File: src/verilog/aicl_pkg.sv
// Package with cause bit maps, command codes and carrier types for the interrupt cause logic.
package aicl_pkg;

  // ==========================================================================
  // Widths
  localparam int ERR_W = 18;
  localparam int ENA_W = 19;
  localparam int EVT_W = 20;
  localparam int BUF_W = 32;
  localparam int CMD_W = 8;

  // ==========================================================================
  // Commands
  localparam logic [CMD_W-1:0] CMD_RD_ERR = 8'hF2;
  localparam logic [CMD_W-1:0] CMD_RD_EVT = 8'hF3;
  localparam logic [CMD_W-1:0] CMD_WR_ENA = 8'hAC;
  localparam logic [CMD_W-1:0] CMD_RD_ENA = 8'hAD;

  // ==========================================================================
  // Error cause bit positions
  localparam int ERR_CMP1 = 0;
  localparam int ERR_CMP2 = 1;
  localparam int ERR_CMP3 = 2;
  localparam int ERR_CMP4 = 3;
  localparam int ERR_CMP5 = 4;
  localparam int ERR_PEL = 5;
  localparam int ERR_NEL = 6;
  localparam int ERR_ALM = 7;
  localparam int ERR_SSTP = 8;
  localparam int ERR_EMG = 9;
  localparam int ERR_SD = 10;
  localparam int ERR_UNDEF = 11;
  localparam int ERR_DATA = 12;
  localparam int ERR_IPART = 13;
  localparam int ERR_POVF = 14;
  localparam int ERR_IOVR = 15;
  localparam int ERR_ENC = 16;
  localparam int ERR_PUL = 17;

  // ==========================================================================
  // Event cause bit positions
  localparam int EV_ASTOP = 0;
  localparam int EV_NEXT = 1;
  localparam int EV_PREG = 2;
  localparam int EV_C5PREG = 3;
  localparam int EV_ACC_S = 4;
  localparam int EV_ACC_E = 5;
  localparam int EV_DEC_S = 6;
  localparam int EV_DEC_E = 7;
  localparam int EV_CMP1 = 8;
  localparam int EV_CLR = 13;
  localparam int EV_LTC = 14;
  localparam int EV_ORG = 15;
  localparam int EV_SD = 16;
  localparam int EV_PDR = 17;
  localparam int EV_NDR = 18;
  localparam int EV_STA = 19;
  localparam int EN_DR = 17;
  localparam int EN_STA = 18;
  localparam int NUM_CMP = 5;

  // ==========================================================================
  // Reset values
  localparam logic [ERR_W-1:0] ERR_RST = 18'h00000;
  localparam logic [ENA_W-1:0] ENA_RST = 19'h00000;
  localparam logic [EVT_W-1:0] EVT_RST = 20'h00000;

  // ==========================================================================
  // Carriers
  typedef struct packed {
    logic [NUM_CMP-1:0] cmp_stop;
    logic pos_end_limit_in;
    logic neg_end_limit_in;
    logic alarm_in;
    logic sync_stop;
    logic emergency_stop;
    logic slowdown_stop;
    logic op_data;
    logic interp_partner;
    logic pulser_overflow;
    logic interp_overrange;
    logic encoder_input;
    logic pulser_input;
  } aicl_err_t;

  typedef struct packed {
    logic auto_stop;
    logic next_start;
    logic preg_writable;
    logic cmp5_preg_writable;
    logic accel_start;
    logic accel_end;
    logic decel_start;
    logic decel_end;
    logic [NUM_CMP-1:0] cmp_match;
    logic counter_cleared;
    logic counter_latched;
    logic origin_latched;
    logic slowdown_on;
  } aicl_evt_t;

  typedef struct packed {
    logic valid;
    logic [CMD_W-1:0] code;
    logic [BUF_W-1:0] wdata;
  } aicl_cmd_t;

endpackage

File: src/verilog/aicl_edge.sv
// Rising and any-edge detector for level inputs sampled on the system clock.
`timescale 1ns/100ps
`default_nettype none
module aicl_edge #(
  parameter int W = 4
) (
  // Clock and reset
  input wire logic clk_i,
  input wire logic resetn_i,
  // Levels
  input wire logic [W-1:0] level_i,
  // Edges
  output logic [W-1:0] rise_o,
  output logic [W-1:0] change_o
);

  // ==========================================================================
  // Previous level
  logic [W-1:0] prev_reg;

  always_ff @(posedge clk_i or negedge resetn_i) begin
    if (!resetn_i) begin
      prev_reg <= '0;
    end else begin
      prev_reg <= level_i;
    end
  end

  assign rise_o = level_i & ~prev_reg;
  assign change_o = level_i ^ prev_reg;

endmodule
`default_nettype wire

File: src/verilog/aicl_top.sv
// Per-axis interrupt cause logic with command-driven cause reads.
`timescale 1ns/100ps
`default_nettype none
// Contract
// Bits 0,1 set on comparator 1,2 stops.
// Bits 2,3,4 set on comparator 3,4,5 stops.
// Bits 5,6,7 set on end-limit and alarm stops.
// Bits 8,9 set on sync and emergency stops.
// Bit 10 on slow-down stop; bit 11 zero.
// Bit 12 set on operation data error.
// Bit 13 set on interpolation partner stop.
// Bit 14 set on pulser counter overflow.
// Bit 15 set on interpolation over-range stop.
// Bits 16,17 on encoder, pulser input errors.
// Event sets cause; enable gates its interrupt.
// Events 0,1 auto stop and next start.
// Events 2,3 flag pre-registers writable.
// Events 4-12 accel, decel, comparator matches.
// Events 13-15 clear, latch, origin latch.
// Event 16 slow-down input turned on.
// Causes 17,18 direction changes; enable 17 gates.
// Cause 19 external start; enable 18 gates.
// Every error cause drives interrupt with no enable bit.
// Interrupt held until all error and enabled event causes cleared.
// Error and event read commands copy cause to buffer, clear.
// Mask keeps output high, status still updates.
// Causes accumulate; same-cycle set beats clear.
module aicl_top
  import aicl_pkg::*;
(
  // Clock and reset
  input wire logic clk_i,
  input wire logic resetn_i,
  // Error stop sources
  input wire aicl_err_t err_i,
  // Event sources
  input wire aicl_evt_t evt_i,
  // Input levels watched for events
  input wire logic slow_down_in_i,
  input wire logic pos_direction_in_i,
  input wire logic neg_direction_in_i,
  input wire logic ext_start_in_i,
  // Mask setting
  input wire logic int_mask_i,
  // Command port
  input wire aicl_cmd_t cmd_i,
  // Buffer and status
  output logic [BUF_W-1:0] buf_o,
  output logic buf_valid_o,
  output logic err_pending_o,
  output logic evt_pending_o,
  // Interrupt to host
  output logic int_n_o
);

  // ==========================================================================
  // Cause and enable registers
  logic [ERR_W-1:0] error_stop_cause_reg;
  logic [ERR_W-1:0] error_stop_cause_next;
  logic [ENA_W-1:0] event_irq_enable_reg;
  logic [EVT_W-1:0] event_cause_reg;
  logic [EVT_W-1:0] event_cause_next;
  logic [ERR_W-1:0] err_set;
  logic [EVT_W-1:0] evt_set;
  logic [EVT_W-1:0] evt_gate;
  logic [3:0] rise;
  logic [3:0] change;
  logic rd_err;
  logic rd_evt;
  logic wr_ena;
  logic rd_ena;
  logic irq_req;

  // Widens an enable word to cause positions; bit 17 covers both direction causes.
  function automatic logic [EVT_W-1:0] ena_to_cause(input logic [ENA_W-1:0] en);
    logic [EVT_W-1:0] g;
    g = '0;
    g[EN_DR:0] = en[EN_DR:0];
    g[EV_NDR] = en[EN_DR];
    g[EV_STA] = en[EN_STA];
    return g;
  endfunction

  // ==========================================================================
  // Input edge detection
  aicl_edge #(
    .W(4)
  ) u_edge (
    .clk_i(clk_i),
    .resetn_i(resetn_i),
    .level_i({ext_start_in_i, neg_direction_in_i, pos_direction_in_i, slow_down_in_i}),
    .rise_o(rise),
    .change_o(change)
  );

  // ==========================================================================
  // Command decode
  assign rd_err = cmd_i.valid && (cmd_i.code == CMD_RD_ERR);
  assign rd_evt = cmd_i.valid && (cmd_i.code == CMD_RD_EVT);
  assign wr_ena = cmd_i.valid && (cmd_i.code == CMD_WR_ENA);
  assign rd_ena = cmd_i.valid && (cmd_i.code == CMD_RD_ENA);

  // ==========================================================================
  // Error cause mapping
  always_comb begin
    err_set = '0;
    err_set[ERR_CMP5:ERR_CMP1] = err_i.cmp_stop;
    err_set[ERR_PEL] = err_i.pos_end_limit_in;
    err_set[ERR_NEL] = err_i.neg_end_limit_in;
    err_set[ERR_ALM] = err_i.alarm_in;
    err_set[ERR_SSTP] = err_i.sync_stop;
    err_set[ERR_EMG] = err_i.emergency_stop;
    err_set[ERR_SD] = err_i.slowdown_stop;
    err_set[ERR_UNDEF] = 1'b0;
    err_set[ERR_DATA] = err_i.op_data;
    err_set[ERR_IPART] = err_i.interp_partner;
    err_set[ERR_POVF] = err_i.pulser_overflow;
    err_set[ERR_IOVR] = err_i.interp_overrange;
    err_set[ERR_ENC] = err_i.encoder_input;
    err_set[ERR_PUL] = err_i.pulser_input;
  end

  // ==========================================================================
  // Event cause mapping
  always_comb begin
    evt_set = '0;
    evt_set[EV_ASTOP] = evt_i.auto_stop;
    evt_set[EV_NEXT] = evt_i.next_start;
    evt_set[EV_PREG] = evt_i.preg_writable;
    evt_set[EV_C5PREG] = evt_i.cmp5_preg_writable;
    evt_set[EV_ACC_S] = evt_i.accel_start;
    evt_set[EV_ACC_E] = evt_i.accel_end;
    evt_set[EV_DEC_S] = evt_i.decel_start;
    evt_set[EV_DEC_E] = evt_i.decel_end;
    evt_set[EV_CMP1 +: NUM_CMP] = evt_i.cmp_match;
    evt_set[EV_CLR] = evt_i.counter_cleared;
    evt_set[EV_LTC] = evt_i.counter_latched;
    evt_set[EV_ORG] = evt_i.origin_latched;
    evt_set[EV_SD] = evt_i.slowdown_on | rise[0];
    evt_set[EV_PDR] = change[1];
    evt_set[EV_NDR] = change[2];
    evt_set[EV_STA] = rise[3];
  end

  assign evt_gate = ena_to_cause(event_irq_enable_reg);

  // ==========================================================================
  // Sticky cause updates
  always_comb begin
    error_stop_cause_next = error_stop_cause_reg;
    if (rd_err) begin
      error_stop_cause_next = '0;
    end
    error_stop_cause_next = error_stop_cause_next | err_set;
    event_cause_next = event_cause_reg;
    if (rd_evt) begin
      event_cause_next = '0;
    end
    event_cause_next = event_cause_next | evt_set;
  end

  always_ff @(posedge clk_i or negedge resetn_i) begin
    if (!resetn_i) begin
      error_stop_cause_reg <= ERR_RST;
    end else begin
      error_stop_cause_reg <= error_stop_cause_next;
    end
  end

  always_ff @(posedge clk_i or negedge resetn_i) begin
    if (!resetn_i) begin
      event_cause_reg <= EVT_RST;
    end else begin
      event_cause_reg <= event_cause_next;
    end
  end

  always_ff @(posedge clk_i or negedge resetn_i) begin
    if (!resetn_i) begin
      event_irq_enable_reg <= ENA_RST;
    end else if (wr_ena) begin
      event_irq_enable_reg <= cmd_i.wdata[ENA_W-1:0];
    end
  end

  // ==========================================================================
  // Data buffer
  always_ff @(posedge clk_i or negedge resetn_i) begin
    if (!resetn_i) begin
      buf_o <= '0;
      buf_valid_o <= 1'b0;
    end else begin
      buf_valid_o <= rd_err | rd_evt | rd_ena;
      if (rd_err) begin
        buf_o <= BUF_W'(error_stop_cause_reg);
      end else if (rd_evt) begin
        buf_o <= BUF_W'(event_cause_reg);
      end else if (rd_ena) begin
        buf_o <= BUF_W'(event_irq_enable_reg);
      end
    end
  end

  // ==========================================================================
  // Interrupt output
  assign irq_req = (|error_stop_cause_next)
                   | (|(event_cause_next & evt_gate));

  always_ff @(posedge clk_i or negedge resetn_i) begin
    if (!resetn_i) begin
      int_n_o <= 1'b1;
      err_pending_o <= 1'b0;
      evt_pending_o <= 1'b0;
    end else begin
      int_n_o <= !(irq_req && !int_mask_i);
      err_pending_o <= |error_stop_cause_next;
      evt_pending_o <= |(event_cause_next & evt_gate);
    end
  end

endmodule
`default_nettype wire

File: config.mk
export PLATFORM = sky130hd
export DESIGN_NAME = aicl_top
export DESIGN_NICKNAME = d
export VERILOG_FILES = /design/src/verilog/aicl_pkg.sv /design/src/verilog/aicl_edge.sv /design/src/verilog/aicl_top.sv
export SDC_FILE = /design/constraint.sdc
export NUM_CORES = 1
export LEC_CHECK = 0
export BUFFER_PORTS_ARGS = -buffer_cell sky130_fd_sc_hd__buf_4
export CAP_MARGIN = 0
export CORE_MARGIN = 2
export CORE_UTILIZATION = 25
export DETAILED_ROUTE_END_ITERATION = 10
export PLACE_DENSITY = 0.41
export SYNTH_ARGS = -nofsm -noshare
export SYNTH_HDL_FRONTEND = slang
export SYNTH_HIERARCHICAL = 1
export SYNTH_SLANG_ARGS = --single-unit
File: constraint.sdc
create_clock -name clk_i -period 1.7 [get_ports clk_i]
set_input_delay 0 -clock clk_i [delete_from_list [all_inputs] [get_ports clk_i]]
set_output_delay 0 -clock clk_i [all_outputs]
set_load 0.02 [all_outputs]
# After elaboration in Yosys (flattened, before gate mapping)
# Cells that the tools add are included.
word_totals:
  reg_bits: 97
  out_inout_bits: 36
  elab_cells: 38
  in_bits: 82
classes:
  bitwise_logic: 10
  n_eq_ne: 4
  muxes: 5
  reduce_logical: 10
op_table:
  columns: ["operator", "count"]
  rows:
  - ["32-bit 2-to-1 mux", 3]
  - ["8-bit == test, second input constant", 4]
  - ["20-bit bitwise AND", 1]
  - ["20-bit 2-to-1 mux", 1]
  - ["20-bit bitwise OR", 1]
  - ["20-bit OR reduction", 1]
  - ["18-bit 2-to-1 mux", 1]
  - ["18-bit bitwise OR", 1]
  - ["18-bit OR reduction", 1]
  - ["1-bit logical AND", 5]
  - ["4-bit bitwise AND", 1]
  - ["4-bit NOT", 1]
  - ["1-bit bitwise OR", 4]
  - ["3-bit nonzero test", 1]
  - ["3-bit bitwise XOR", 1]
  - ["1-bit zero test", 2]

# Logic depth before layout (Yosys ltp)
logic_depth:
  depth_word: 9
  mapped_depth: 8
  depth_no_buf: 7

# Hierarchy
# Netlist, hierarchy kept.
by_module_without_submodules:
  columns: ["module", "seq_area_each_um2", "area_each_um2", "n_inst", "cells_per_inst"]
  rows:
  - ["aicl_top", 2028.2, 3697.3, 1, 331]
  - ["aicl_edge", 100.1, 180.2, 1, 16]

# Least setup slack after synthesis
# OpenSTA, ideal clock, no wires.
synth_timing:
  kind: "register to register"
  from: "reg event_cause_reg[10]"
  to: "reg evt_pending_o"
  path_slack_ns: 0.253
  setup_ns: 0.124
  path_buffers: 0
  required_ns: 1.576
  stages_incl_launch_ff: 6
  t_arrival_ns: 1.323
  period_less_slack_ns: 1.447
  cell_sequence: "dfrtp_1 -> a222oi_1 -> nand2_1 -> a221oi_1 -> nand4_1 -> or2_1"
synth_via:
  elab_chain_len: 4
synth_lines:
  columns: ["item", "line", "rtl"]
  rows:
  - ["from (decl)", "aicl_top.sv:61", "logic [EVT_W-1:0] event_cause_reg;"]
  - ["from (signal assigned)", "aicl_top.sv:174", "event_cause_reg <= event_cause_next;"]
  - ["20-bit 2-to-1 mux", "aicl_top.sv:156", "if (rd_evt) begin"]
  - ["20-bit bitwise OR", "aicl_top.sv:159", "event_cause_next = event_cause_next | evt_set;"]
  - ["20-bit bitwise AND", "aicl_top.sv:217", "evt_pending_o <= |(event_cause_next & evt_gate);"]
  - ["20-bit OR reduction", "aicl_top.sv:217", null]
  - ["to (signal assigned)", "aicl_top.sv:217", null]
  - ["to (decl)", "aicl_top.sv:51", "output logic evt_pending_o,"]
# No other way between the ends.
# A chain may end at the register's enable or synchronous reset.

# Final worst setup path
layout_timing:
  from: "reg event_irq_enable_reg[10]"
  to: "reg evt_pending_o"
layout_via:
  elab_chain_len: 2
layout_lines:
  columns: ["item", "line", "rtl"]
  rows:
  - ["from (decl)", "aicl_top.sv:60", "logic [ENA_W-1:0] event_irq_enable_reg;"]
  - ["from (signal assigned)", "aicl_top.sv:182", "event_irq_enable_reg <= cmd_i.wdata[ENA_W-1:0];"]
  - ["20-bit bitwise AND", "aicl_top.sv:217", null]
  - ["20-bit OR reduction", "aicl_top.sv:217", null]
# No other way between the ends.

==> metrics <==
outcome finished, violations left; failing checks negative setup slack; DRC 0; Power Dens Cells 923 nW/um2; Avg WL per Cell 17.0 um; Post-Route WL 12,000 um; Crit Path Class reg -> reg; Pre-Repair DR Iteration Count 4; min cycle time layout 1700 ps; peak fanout along the critical path 4; Setup WS post-layout -2.16 ps; Max clock buf depth 2; clk_lat worst skew 340 ps; Die Y 128 um; first-pass GRT wire length 18,900 um; Synth Area per Inst 11.2 um2; CP arrival 1940 ps; DR vias 3,256; RSZ-0062 raised after global routing true; crit start category flop; Max Fclk 587 MHz; synthesis-to-layout area growth 51.4%; Diodes inserted 0; Clock Root Buffer clkbuf_16; vias in the first global route 3,377; GRT overflow 0; placed instance area 4870 um2; TritonCTS Buffers 9; worst vdd ir 0.608 mV; largest net degree at the start of global routing 86; worst hold path type in -> reg; Antenna Nets Post-Route 0; final setup vio count 1; Ports 118; clock sinks 85; Std-Cell Rows 45; Port Buffer Count 92; CTS tree done; gpl congestion 0.750; period utilisation layout 100%; via/cell ratio 4.62; die extent in x 128 um; Final HPWL DP 8650 um; Core ar. 15,100 um2; Worst Setup End Kind flop; share of layout cells above drive strength 1 34.6%; Setup WS pre-CTS -58.6 ps; yosys warns 6; Worst EP required 1930 ps; Total Routing Usage GR 15.2%; Synth Instances 345; P_leak 2.50 nW; Initial DRC Count 114; Worst Skew 8.42 ps; Die Area 16,500 um2; Mapped Area 3870 um2; nets 598; final hold vios 0; initial core utilization 25.6%; clock slew at reported path FFs 60 ps; final non-filler cell total 705; DP Cell Count 630; final instance area 5860 um2; H-Tree Depth 3; Final Max Tran Viols 0; initial antenna violation count 0; FILL cells 1,478; max_cap viols 0
[metrics by stage]
step	power, W	hold slack, ps	utilization [%]	TNS (ps)
2_1_floorplan	0.00260	-296	-	0
3_3_place_gp	0.00300	81.4	32.1	-397
3_5_place_dp	0.00301	86.5	32.1	-496
4_1_cts	0.00549	8.74	38.4	0
5_1_grt	0.00566	53.5	38.7	-157
6_report	0.00541	45.5	38.7	-2.16
[metal layers]
layer	share of wire, %	track usage [%]	wire length (um)	up-vias
met5	0	0	0	-
met3	3.7	3.83	446	10
li1	-	-	-	1578
met1	49	21.1	5910	1592
met2	46	23.7	5500	76
met4	1.1	4.07	133	0
[timing repair]
action | 4_1_cts | 5_1_grt
hold endpoints to repair | 141 | 0
pin swaps | 1 | 4
hold buffers | 58 | 0
setup buffers | 0 | 1
resized for setup | 2 | 7
endpoints found under the setup margin | 2 | 2
[cells in the final DEF, fill, tap and decap left out, types with 2 or more instances in the layout]
cell,n
nor4_2,2
a2111oi_2,2
buf_12,3
dlygate4sd3_1,58
dfrtp_1,84
a31oi_1,6
nor4_1,6
buf_4,114
nor2_1,6
nand3_1,20
o221a_2,18
a22o_1,2
mux2_2,14
mux2_1,4
and3_1,2
and2_1,3
clkbuf_8,2
a41oi_1,4
bufinv_16,3
inv_1,14
conb_1,12
and4b_1,2
a22oi_1,4
o21a_1,2
nand4_1,4
nand2_1,51
a222oi_1,2
o21ai_0,6
a21o_1,32
ha_1,4
clkbuf_16,9
[final cells by class]
| cell class | instances | area [um2] | area share (%) |
|---|---|---|---|
| Sequential cell | 85 | 2130 | 36.3 |
| Multi-Input combinational cell | 227 | 1590 | 27.1 |
| Timing Repair Buffer | 175 | 1500 | 25.5 |
| Clock buffer | 11 | 253 | 4.31 |
| Tap cell | 188 | 235 | 4.01 |
| Clock inverter | 5 | 106 | 1.81 |
| Inverter | 14 | 52.6 | 0.897 |
[power breakdown]
group          internal [W]  switching, W
sequential          0.00214     0.0000937
combinational      0.000452      0.000387
clock               0.00152      0.000818
[final timing paths]
check	start	to	slack, ps	cells past startpoint
max	event_irq_enable_reg[10]	evt_pending_o	-2	5
min	cmd_i[33]	event_cause_reg[15]	50	3
max reg2reg	event_irq_enable_reg[10]	evt_pending_o	-2	5
min reg2reg	event_cause_reg[6]	event_cause_reg[6]	500	2
max in group asynchronous	resetn_i	int_n_o	1090	3
min in group asynchronous	resetn_i	event_irq_enable_reg[0]	230	3
[worst max-delay path, cell delays in order, from the launching register on]
cell and delay [ps]:
dfrtp_1 410, a222oi_1 330, nand2_1 110, a221oi_2 250, nand4_1 220, or2_1 280
(Power assumes the default switching activity.)
